===== src/rtl/pst_pkg.sv =====
// Package: constants and types for profile select and test mode
package pst_pkg;
  // Clock rate and derived cycle counts
  localparam int unsigned CLK_HZ = 100_000_000;
  localparam int unsigned CLK_PERIOD_NS = 10;
  // Divider producing a 1 ms tick enable
  localparam int unsigned TICK_MS = 1;
  localparam int unsigned TICK_CYCLES = CLK_HZ / 1000 * TICK_MS;
  localparam logic [16:0] TICK_LAST = 17'(TICK_CYCLES - 1);
  // Test mode timeout from the panel, in minutes and in ms ticks
  localparam int unsigned TEST_TIMEOUT_MIN = 5;
  localparam int unsigned TEST_TIMEOUT_TICKS = TEST_TIMEOUT_MIN * 60 * 1000;
  // Default switch-over delay in ms ticks
  localparam logic [15:0] SW_DELAY_RST = 16'h0064;

  // Register byte offsets
  localparam logic [11:0] OFS_CTRL = 12'h000;
  localparam logic [11:0] OFS_DELAY = 12'h004;
  localparam logic [11:0] OFS_CMD = 12'h008;
  localparam logic [11:0] OFS_STAT = 12'h00c;
  localparam logic [11:0] OFS_ROUTE = 12'h010;

  // Control register fields
  localparam int unsigned CTRL_COUNT = 0;
  localparam int unsigned CTRL_SEL = 1;
  localparam int unsigned CTRL_INV = 2;
  localparam int unsigned CTRL_ASGA = 3;
  localparam int unsigned CTRL_ASGB = 4;
  localparam int unsigned CTRL_TMIN = 5;
  localparam int unsigned CTRL_TMODE = 6;
  localparam logic [7:0] CTRL_RST = 8'h00;

  // Command register fields (write one to act)
  localparam int unsigned CMD_REM_B = 0;
  localparam int unsigned CMD_REM_ONE = 1;
  localparam int unsigned CMD_TEST_ON = 2;
  localparam int unsigned CMD_TEST_OFF = 3;
  localparam int unsigned CMD_TEST_BLK = 4;

  // Route register: which outputs and leds carry indications
  localparam int unsigned NUM_OUT = 4;
  localparam int unsigned NUM_LED = 4;

  // Test mode setting encodings
  typedef enum logic [1:0] {
    PST_TEST_OFF = 2'b00,
    PST_TEST_TRIPS = 2'b01,
    PST_TEST_BLOCK = 2'b10
  } pst_test_t;
endpackage


===== src/rtl/pst_top.sv =====
// Profile selection and test mode control, top level
// Behaviour
// Normal polarity: energized input gives profile B after the delay, else profile A.
// Inverted polarity: energized input gives A; de-energized gives B after the delay.
// Input switching only when both profiles assign the same select input.
// At power-up with B requested by input, enter B without delay.
// Selection is level based; B stays while the effective request is high.
// Remote select-B on one-profile cell makes it two-profile with B active.
// Panel or remote one-profile selection applies profile A and rewrites the cell.
// Remote profile changes are refused while a select input is assigned.
// No input assigned: follow panel/remote cell; assigned: input alone decides.
// Rejected remote profile commands are dropped, never kept for later.
// Active profile can be routed to an output contact and to leds.
// With one profile configured, profile A is always used.
// Test setting: disabled, enabled with outputs, enabled with outputs blocked.
// Test mode entered from the panel returns to disabled after five minutes.
// Test mode from input, command or panel; ends on input low or command.
// Alarm led lit during test mode; test state routable to a led.
// Blocked test mode keeps contacts off while leds still follow protection.
// Test-mode control command reaches the device only from the Modbus master.
// Switch-over timer restarts whenever the request falls back to A.
// Profile and test indications are registered, one cycle after state change.
//
// The APB register port and the placing of the registers were chosen for this implementation.
`timescale 1ns/10ps
`default_nettype none
module pst_top
  import pst_pkg::*;
#(
  parameter int unsigned TEST_TIMEOUT = TEST_TIMEOUT_TICKS
) (
  input wire logic pclk,
  input wire logic presetn,
  input wire logic psel,
  input wire logic penable,
  input wire logic pwrite,
  input wire logic [11:0] paddr,
  input wire logic [31:0] pwdata,
  input wire logic [3:0] pstrb,
  output logic [31:0] prdata,
  output logic pready,
  output logic pslverr,
  input wire logic sel_pin,
  input wire logic test_pin,
  input wire logic [NUM_OUT-1:0] prot_out_req,
  input wire logic [NUM_LED-1:0] prot_led_req,
  input wire logic prot_trip,
  output logic [NUM_OUT-1:0] contact_out,
  output logic [NUM_LED-1:0] led_out,
  output logic trip_led,
  output logic alarm_led,
  output logic profile_b_active,
  output logic test_active
);
  logic [7:0] ctrl_reg;
  logic [15:0] delay_reg;
  logic [7:0] route_reg;
  logic [4:0] cmd_pulse;
  logic [31:0] stat_word;
  logic [1:0] sel_sync_reg;
  logic [1:0] test_sync_reg;
  logic test_pin_prev_reg;
  logic [16:0] div_reg;
  logic tick;
  logic [15:0] sw_cnt_reg;
  logic [18:0] test_cnt_reg;
  logic count_two_reg;
  logic cell_b_reg;
  logic input_b_reg;
  logic powerup_reg;
  logic active_b;
  logic assigned;
  logic eff_req;
  logic ctrl_wr;
  pst_test_t test_reg;
  logic test_from_panel_reg;
  logic test_en;
  logic [3:0] out_profile_sel;
  logic [3:0] led_test_sel;
  logic [NUM_OUT-1:0] contact_next;
  logic [NUM_LED-1:0] led_next;

  pst_apb_regs u_regs (
    .pclk(pclk),
    .presetn(presetn),
    .psel(psel),
    .penable(penable),
    .pwrite(pwrite),
    .paddr(paddr),
    .pwdata(pwdata),
    .pstrb(pstrb),
    .prdata(prdata),
    .pready(pready),
    .pslverr(pslverr),
    .stat_in(stat_word),
    .ctrl_reg(ctrl_reg),
    .delay_reg(delay_reg),
    .route_reg(route_reg),
    .cmd_pulse(cmd_pulse)
  );

  // Pins cross into the clock domain through two flops
  always_ff @(posedge pclk or negedge presetn) begin
    if (!presetn) begin
      sel_sync_reg <= 2'b00;
      test_sync_reg <= 2'b00;
      test_pin_prev_reg <= 1'b0;
    end else begin
      sel_sync_reg <= {sel_sync_reg[0], sel_pin};
      test_sync_reg <= {test_sync_reg[0], test_pin};
      test_pin_prev_reg <= test_sync_reg[1];
    end
  end

  // Millisecond tick enable for both timers
  always_ff @(posedge pclk or negedge presetn) begin
    if (!presetn) div_reg <= 17'h00000;
    else if (div_reg == TICK_LAST) div_reg <= 17'h00000;
    else div_reg <= div_reg + 17'h00001;
  end
  assign tick = (div_reg == TICK_LAST);

  // Input counts only when both profiles assign it
  assign assigned = ctrl_reg[CTRL_ASGA] & ctrl_reg[CTRL_ASGB];
  // Effective request: polarity chosen by the inversion bit
  assign eff_req = sel_sync_reg[1] ^ ctrl_reg[CTRL_INV];

  // Switch-over timer; any drop back to A restarts it
  always_ff @(posedge pclk or negedge presetn) begin
    if (!presetn) begin
      sw_cnt_reg <= 16'h0000;
      input_b_reg <= 1'b0;
      powerup_reg <= 1'b1;
    end else begin
      // Configuration is volatile, so the power-up choice waits for the first assignment
      if (assigned) powerup_reg <= 1'b0;
      if (!assigned || !eff_req) begin
        sw_cnt_reg <= 16'h0000;
        input_b_reg <= 1'b0;
      end else if (powerup_reg) begin
        input_b_reg <= 1'b1;
      end else if (!input_b_reg) begin
        if (sw_cnt_reg >= delay_reg) input_b_reg <= 1'b1;
        else if (tick) sw_cnt_reg <= sw_cnt_reg + 16'h0001;
      end
      // Holds B while request stays high
    end
  end

  // Panel write of the control byte, seen in its access cycle
  assign ctrl_wr = psel & penable & pwrite & pready & (paddr == OFS_CTRL) & pstrb[0];

  // Shared selection cell; last writer wins, so a remote change persists
  // A command pulse trails its own transfer, so it never meets a panel write
  always_ff @(posedge pclk or negedge presetn) begin
    if (!presetn) begin
      count_two_reg <= 1'b0;
      cell_b_reg <= 1'b0;
    end else if (ctrl_wr) begin
      count_two_reg <= pwdata[CTRL_COUNT];
      cell_b_reg <= pwdata[CTRL_SEL];
    end else if (!assigned && cmd_pulse[CMD_REM_B]) begin
      // Remote commands only act now; nothing is queued
      count_two_reg <= 1'b1;
      cell_b_reg <= 1'b1;
    end else if (!assigned && cmd_pulse[CMD_REM_ONE]) begin
      count_two_reg <= 1'b0;
      cell_b_reg <= 1'b0;
    end
  end

  // Priority: input decides when assigned, else cell; one profile forces A
  assign active_b = count_two_reg & (assigned ? input_b_reg : cell_b_reg);

  // Test mode state; panel entry starts the timeout
  always_ff @(posedge pclk or negedge presetn) begin
    if (!presetn) begin
      test_reg <= PST_TEST_OFF;
      test_from_panel_reg <= 1'b0;
      test_cnt_reg <= 19'h00000;
    end else begin
      if (cmd_pulse[CMD_TEST_OFF] ||
          (test_pin_prev_reg && !test_sync_reg[1])) begin
        test_reg <= PST_TEST_OFF;
        test_from_panel_reg <= 1'b0;
      end else if (cmd_pulse[CMD_TEST_ON]) begin
        // Remote command path, Modbus master only
        test_reg <= cmd_pulse[CMD_TEST_BLK] ? PST_TEST_BLOCK : PST_TEST_TRIPS;
        test_from_panel_reg <= 1'b0;
      end else if (test_sync_reg[1] && !test_pin_prev_reg) begin
        test_reg <= ctrl_reg[CTRL_TMODE] ? PST_TEST_BLOCK : PST_TEST_TRIPS;
        test_from_panel_reg <= 1'b0;
      end else if (ctrl_reg[CTRL_TMIN] && test_reg == PST_TEST_OFF && !test_from_panel_reg) begin
        test_reg <= ctrl_reg[CTRL_TMODE] ? PST_TEST_BLOCK : PST_TEST_TRIPS;
        test_from_panel_reg <= 1'b1;
        test_cnt_reg <= 19'h00000;
      end else if (test_from_panel_reg && !ctrl_reg[CTRL_TMIN]) begin
        test_reg <= PST_TEST_OFF;
        test_from_panel_reg <= 1'b0;
      end else if (test_from_panel_reg && test_reg != PST_TEST_OFF && tick) begin
        if (test_cnt_reg >= 19'(TEST_TIMEOUT - 1)) test_reg <= PST_TEST_OFF;
        else test_cnt_reg <= test_cnt_reg + 19'h00001;
      end
    end
  end
  assign test_en = (test_reg != PST_TEST_OFF);

  // Route fields: low nibble picks contacts and leds for profile B, high nibble leds for test
  assign out_profile_sel = route_reg[3:0];
  assign led_test_sel = route_reg[7:4];

  // Per-output gating and indication routing
  genvar gi;
  generate
    for (gi = 0; gi < NUM_OUT; gi++) begin : g_out
      assign contact_next[gi] = (test_reg != PST_TEST_BLOCK) &
        (prot_out_req[gi] | (out_profile_sel[gi] & active_b));
      assign led_next[gi] = prot_led_req[gi] | (out_profile_sel[gi] & active_b) |
        (led_test_sel[gi] & test_en);
    end
  endgenerate

  // Registered outputs
  always_ff @(posedge pclk or negedge presetn) begin
    if (!presetn) begin
      contact_out <= '0;
      led_out <= '0;
      trip_led <= 1'b0;
      alarm_led <= 1'b0;
      profile_b_active <= 1'b0;
      test_active <= 1'b0;
    end else begin
      contact_out <= contact_next;
      led_out <= led_next;
      trip_led <= prot_trip;
      alarm_led <= test_en;
      profile_b_active <= active_b;
      test_active <= test_en;
    end
  end

  // Status word
  assign stat_word = {24'h000000, 1'b0, test_from_panel_reg, test_reg, assigned,
                      input_b_reg, count_two_reg, active_b};
endmodule
`default_nettype wire


===== src/rtl/pst_apb_regs.sv =====
// APB slave holding the configuration and command registers
`timescale 1ns/10ps
`default_nettype none
module pst_apb_regs
  import pst_pkg::*;
(
  input wire logic pclk,
  input wire logic presetn,
  input wire logic psel,
  input wire logic penable,
  input wire logic pwrite,
  input wire logic [11:0] paddr,
  input wire logic [31:0] pwdata,
  input wire logic [3:0] pstrb,
  output logic [31:0] prdata,
  output logic pready,
  output logic pslverr,
  input wire logic [31:0] stat_in,
  output logic [7:0] ctrl_reg,
  output logic [15:0] delay_reg,
  output logic [7:0] route_reg,
  output logic [4:0] cmd_pulse
);
  logic wr_en;
  logic mapped;

  // Zero wait state: answer in the access cycle
  assign pready = 1'b1;
  assign wr_en = psel & penable & pwrite;
  assign mapped = (paddr == OFS_CTRL) | (paddr == OFS_DELAY) | (paddr == OFS_CMD) |
                  (paddr == OFS_STAT) | (paddr == OFS_ROUTE);
  assign pslverr = psel & penable & ~mapped;

  // Register writes honour byte strobes
  always_ff @(posedge pclk or negedge presetn) begin
    if (!presetn) begin
      ctrl_reg <= CTRL_RST;
      delay_reg <= SW_DELAY_RST;
      route_reg <= 8'h00;
    end else if (wr_en) begin
      if (paddr == OFS_CTRL && pstrb[0]) ctrl_reg <= pwdata[7:0];
      if (paddr == OFS_ROUTE && pstrb[0]) route_reg <= pwdata[7:0];
      if (paddr == OFS_DELAY) begin
        if (pstrb[0]) delay_reg[7:0] <= pwdata[7:0];
        if (pstrb[1]) delay_reg[15:8] <= pwdata[15:8];
      end
    end
  end

  // Commands are one-cycle pulses, never stored
  always_ff @(posedge pclk or negedge presetn) begin
    if (!presetn) cmd_pulse <= 5'h00;
    else if (wr_en && paddr == OFS_CMD && pstrb[0]) cmd_pulse <= pwdata[4:0];
    else cmd_pulse <= 5'h00;
  end

  // Read mux; unmapped reads return zero
  always_comb begin
    prdata = 32'h0000_0000;
    unique case (paddr)
      OFS_CTRL: prdata = {24'h000000, ctrl_reg};
      OFS_DELAY: prdata = {16'h0000, delay_reg};
      OFS_STAT: prdata = stat_in;
      OFS_ROUTE: prdata = {24'h000000, route_reg};
      default: prdata = 32'h0000_0000;
    endcase
  end
endmodule
`default_nettype wire


===== config.mk =====
export PLATFORM = sky130hd
export DESIGN_NAME = pst_top
export DESIGN_NICKNAME = d
export VERILOG_FILES = /design/src/rtl/pst_pkg.sv /design/src/rtl/pst_top.sv /design/src/rtl/pst_apb_regs.sv
export SDC_FILE = /design/constraint.sdc
export NUM_CORES = 1
export LEC_CHECK = 0
export ABC_AREA = 1
export ABC_CLOCK_PERIOD_IN_PS = 1900
export CAP_MARGIN = 20
export CORE_MARGIN = 3
export CORE_UTILIZATION = 55
export DETAILED_ROUTE_END_ITERATION = 12
export DONT_BUFFER_PORTS = 1
export PLACE_DENSITY = 0.73
export SLEW_MARGIN = 10
export SYNTH_ARGS = -nofsm -noshare
export SYNTH_HDL_FRONTEND = slang
export SYNTH_SLANG_ARGS = --single-unit

===== constraint.sdc =====
create_clock -name pclk -period 1.9 [get_ports pclk]
set_input_delay 0.38 -clock pclk [delete_from_list [all_inputs] [get_ports pclk]]
set_output_delay 0.38 -clock pclk [all_outputs]
set_load 0.1 [all_outputs]

==> impl_metrics.py <==
metrics = {
    "outcome": {
        "status": "finished, violations left",
        "failed_checks": "hold timing, setup timing",
    },
    "yosys": {
        "yosysWarningCount": 0,
        "synthMuxAreaShare_pct": 0,
        "synthAdderAreaFrac_pct": 3.716,
        "synth-xor-area-share_pct": 3.833,
        "async_flop_share_pct": 100.0,
        "seq_area_frac_synth_pct": 43.89,
        "ys_types": 40,
        "synth_flop_cell": "dfrtp_1",
        "synthesis.area_sq_um": 6397,
        "synth_edf_count": 0,
        "synth-simple-area-share_pct": 29.98,
        "syn_area_per_cell_sq_um": 7.465,
        "synth-seq-cells": 112,
        "synth_compound_area_share_pct": 7.843,
        "syn_inst": 857,
        "synth_top_family_by_area": "simple AND/OR/NAND/NOR gates",
    },
    "floorplan": {
        "start_util_pct": 57.75,
        "die_area_sq_um": 12960,
        "core_sq_um": 11080,
        "die_width_um": 113.9,
        "die_h_um": 113.9,
        "io_pins": 110,
        "rows": 38,
    },
    "timing": {
        "rsz0062_at_grt": "yes",
        "fmax_ghz": 0.4806,
        "hold-worst-slack_ps": -294.5,
        "setup_viol": 32,
        "fin_ws_ps": -180.6,
        "setup_tns_ps": -2144,
        "post-route-min-period_ps": 2081,
        "drv_slew": 0,
        "hold_viol": 112,
        "finClkSkew_ps": 13.87,
        "finalCritPeriodShare_pct": 109.5,
    },
    "pwr": {
        "ir_worst_vdd_mv": 0.8729,
        "power_density_nw_per_um2": 651.8,
        "p_leak_nw": 4.005,
    },
    "critical_path": {
        "startpoint_type": "flip-flop",
        "arrival_ps": 1700,
        "crit_type": "reg -> out",
        "end_kind": "output port",
        "crit_chain": "nand2_2 -> inv_2 -> buf_6 -> a21oi_4 -> nand2_2 -> o21ai_2 -> a21oi_2 -> o21ai_4 -> buf_12",
        "ff2ff_setup_slack_ps": -90,
        "slowest_delay_ps": 390,
        "crit_buf_inv": 3,
        "critPathMostFrequentCell": "nand2_2",
        "slowest_stage": "dfrtp_1",
        "cp.required_ps": 1520,
        "crit_family": "compound AO/OA/AOI/OAI gates",
        "path_max_fanout": 2,
    },
    "detailed_routing": {
        "first_pass_iters": 5,
        "drc": 0,
        "first_iter_violations": 381,
        "finalWirelength_um": 16030,
        "via_per_inst": 5.431,
        "num_vias": 5958,
        "antenna_left": 0,
        "wl_per_cell_um": 14.62,
    },
    "final_layout": {
        "final_common_cell": "nand2_1",
        "final_cell_mix": "197 x nand2_1, 120 x inv_1, 105 x dfrtp_1, 91 x nor2_1, 67 x buf_4",
        "fillers": 765,
        "nets": 1035,
        "final_util_pct": 75.16,
        "largest_reg_flops": 19,
        "antenna_cells": 0,
        "layout-drive-gt1-share_pct": 24.03,
        "area_growth_pct": 30.16,
    },
    "global_route": {
        "grt_max_degree": 113,
        "grt_pass1_vias": 5938,
        "antenna_found_initial": 0,
        "grt-ovfl-total": 0,
        "track_usage_pct": 25.30,
        "grt_pass1_wl_um": 26590,
    },
    "clocking": {
        "cts_max_path_buffers": 2,
        "h-tree-depth": 3,
        "cts_sinks": 112,
        "cts_tree": "yes",
        "clk_latency_ps": 370,
        "cts_made_buffers": 9,
        "cts_root_buf": "clkbuf_16",
        "path_clk_slew_ps": 70,
    },
    "flow_run": {
        "maxCapViolCount": 0,
    },
    "hold_path": {
        "hp-class": "in -> async",
    },
    "placed_design": {
        "port_buffers": 0,
        "gp_routability_congestion": 0.9195,
        "place_ws_ps": -217.5,
        "dp_hpwl_um": 10990,
    },
}
area by class of cell:
cell class                      count  area (sq um)  share of cell area (%)
Tap cell                          140         175.2                   2.104
Timing Repair Buffer               96          1018                   12.23
Inverter                          129         491.7                   5.905
Sequential cell                   112          2811                   33.76
Clock buffer                       10         239.0                   2.870
Clock inverter                      6         115.1                   1.382
Timing Repair inverter              1         7.507                 0.09016
Multi-Input combinational cell    603          3468                   41.65
worst paths after layout:
path,start,endpoint,cells after the start
max reg2reg,u_regs.delay_reg[5],sw_cnt_reg[1],11
min in group pclk,test_pin,test_sync_reg[0],0
max,u_regs.ctrl_reg[4],prdata[0],9
min,presetn,test_cnt_reg[15],0
max in group asynchronous,presetn,powerup_reg,0
min reg2reg,sel_sync_reg[0],sel_sync_reg[1],0
power breakdown:
group | internal (mW) | switching, mW | leakage (nW)
combinational | 0.156 | 0.559 | 2.35
sequential | 2.42 | 0.0282 | 1.48
clock | 1.34 | 0.929 | 0.175
total | 3.91 | 1.52 | 4.01
cells by family after synthesis:
kind of cell | count (synthesis)
AO/OA/AOI/OAI | 94
XOR/XNOR | 28
adder cells (fa/ha/maj) | 19
buffers and inverters | 157
flip-flops | 112
other | 2
AND/OR/NAND/NOR | 445
synthesized netlist by cell type, types with 2 or more instances:
library cell	n	area (sq um)
nor2_2	2	12.51
xor2_1	23	201.4
ha_1	19	237.7
nand4_1	19	118.9
nor3b_1	3	22.52
o21ai_0	46	230.2
nand2_2	3	18.77
buf_6	2	22.52
o31ai_1	2	15.01
xnor2_1	5	43.79
nand2_1	209	784.5
nand3_1	58	290.3
buf_4	19	142.6
conb_1	2	7.510
nand3b_1	2	15.01
inv_1	126	473.0
or2_2	2	12.51
o22ai_1	2	12.51
nor3_1	24	120.1
nor3_2	2	20.02
dfrtp_1	108	2703
a21oi_1	39	195.2
dfstp_2	4	105.1
nor2_1	115	431.7
clkbuf_1	6	22.52
routing by layer:
| layer | GRT usage, % | part of all wire, % | vias up |
|---|---|---|---|
| met5 | 0 | 0 | - |
| met2 | 43.89 | 53 | 204 |
| met4 | 10.21 | 2.3 | 0 |
| met3 | 5.889 | 5.8 | 37 |
| li1 | - | - | 2878 |
| met1 | 30.40 | 39 | 2839 |
stage by stage:
| step | total power [mW] | std cells | area, sq um |
|---|---|---|---|
| after floorplan | 3.072 | 872 | 6548 |
| after global routing | 5.599 | 1097 | 8327 |
| final | 5.428 | 1097 | 8327 |
| after CTS | 5.450 | 1088 | 8063 |
| after global placement | 3.187 | 1066 | 7441 |
| after detailed placement | 3.203 | 1066 | 7441 |
timing repair:
action	in CTS	in global routing
setup endpoints to repair	35	57
gates cloned	1	1
pin swaps	22	32
gates resized for setup	64	54
hold endpoints to repair	112	112
buffers inserted	7	8
(Power assumes the default switching activity.)
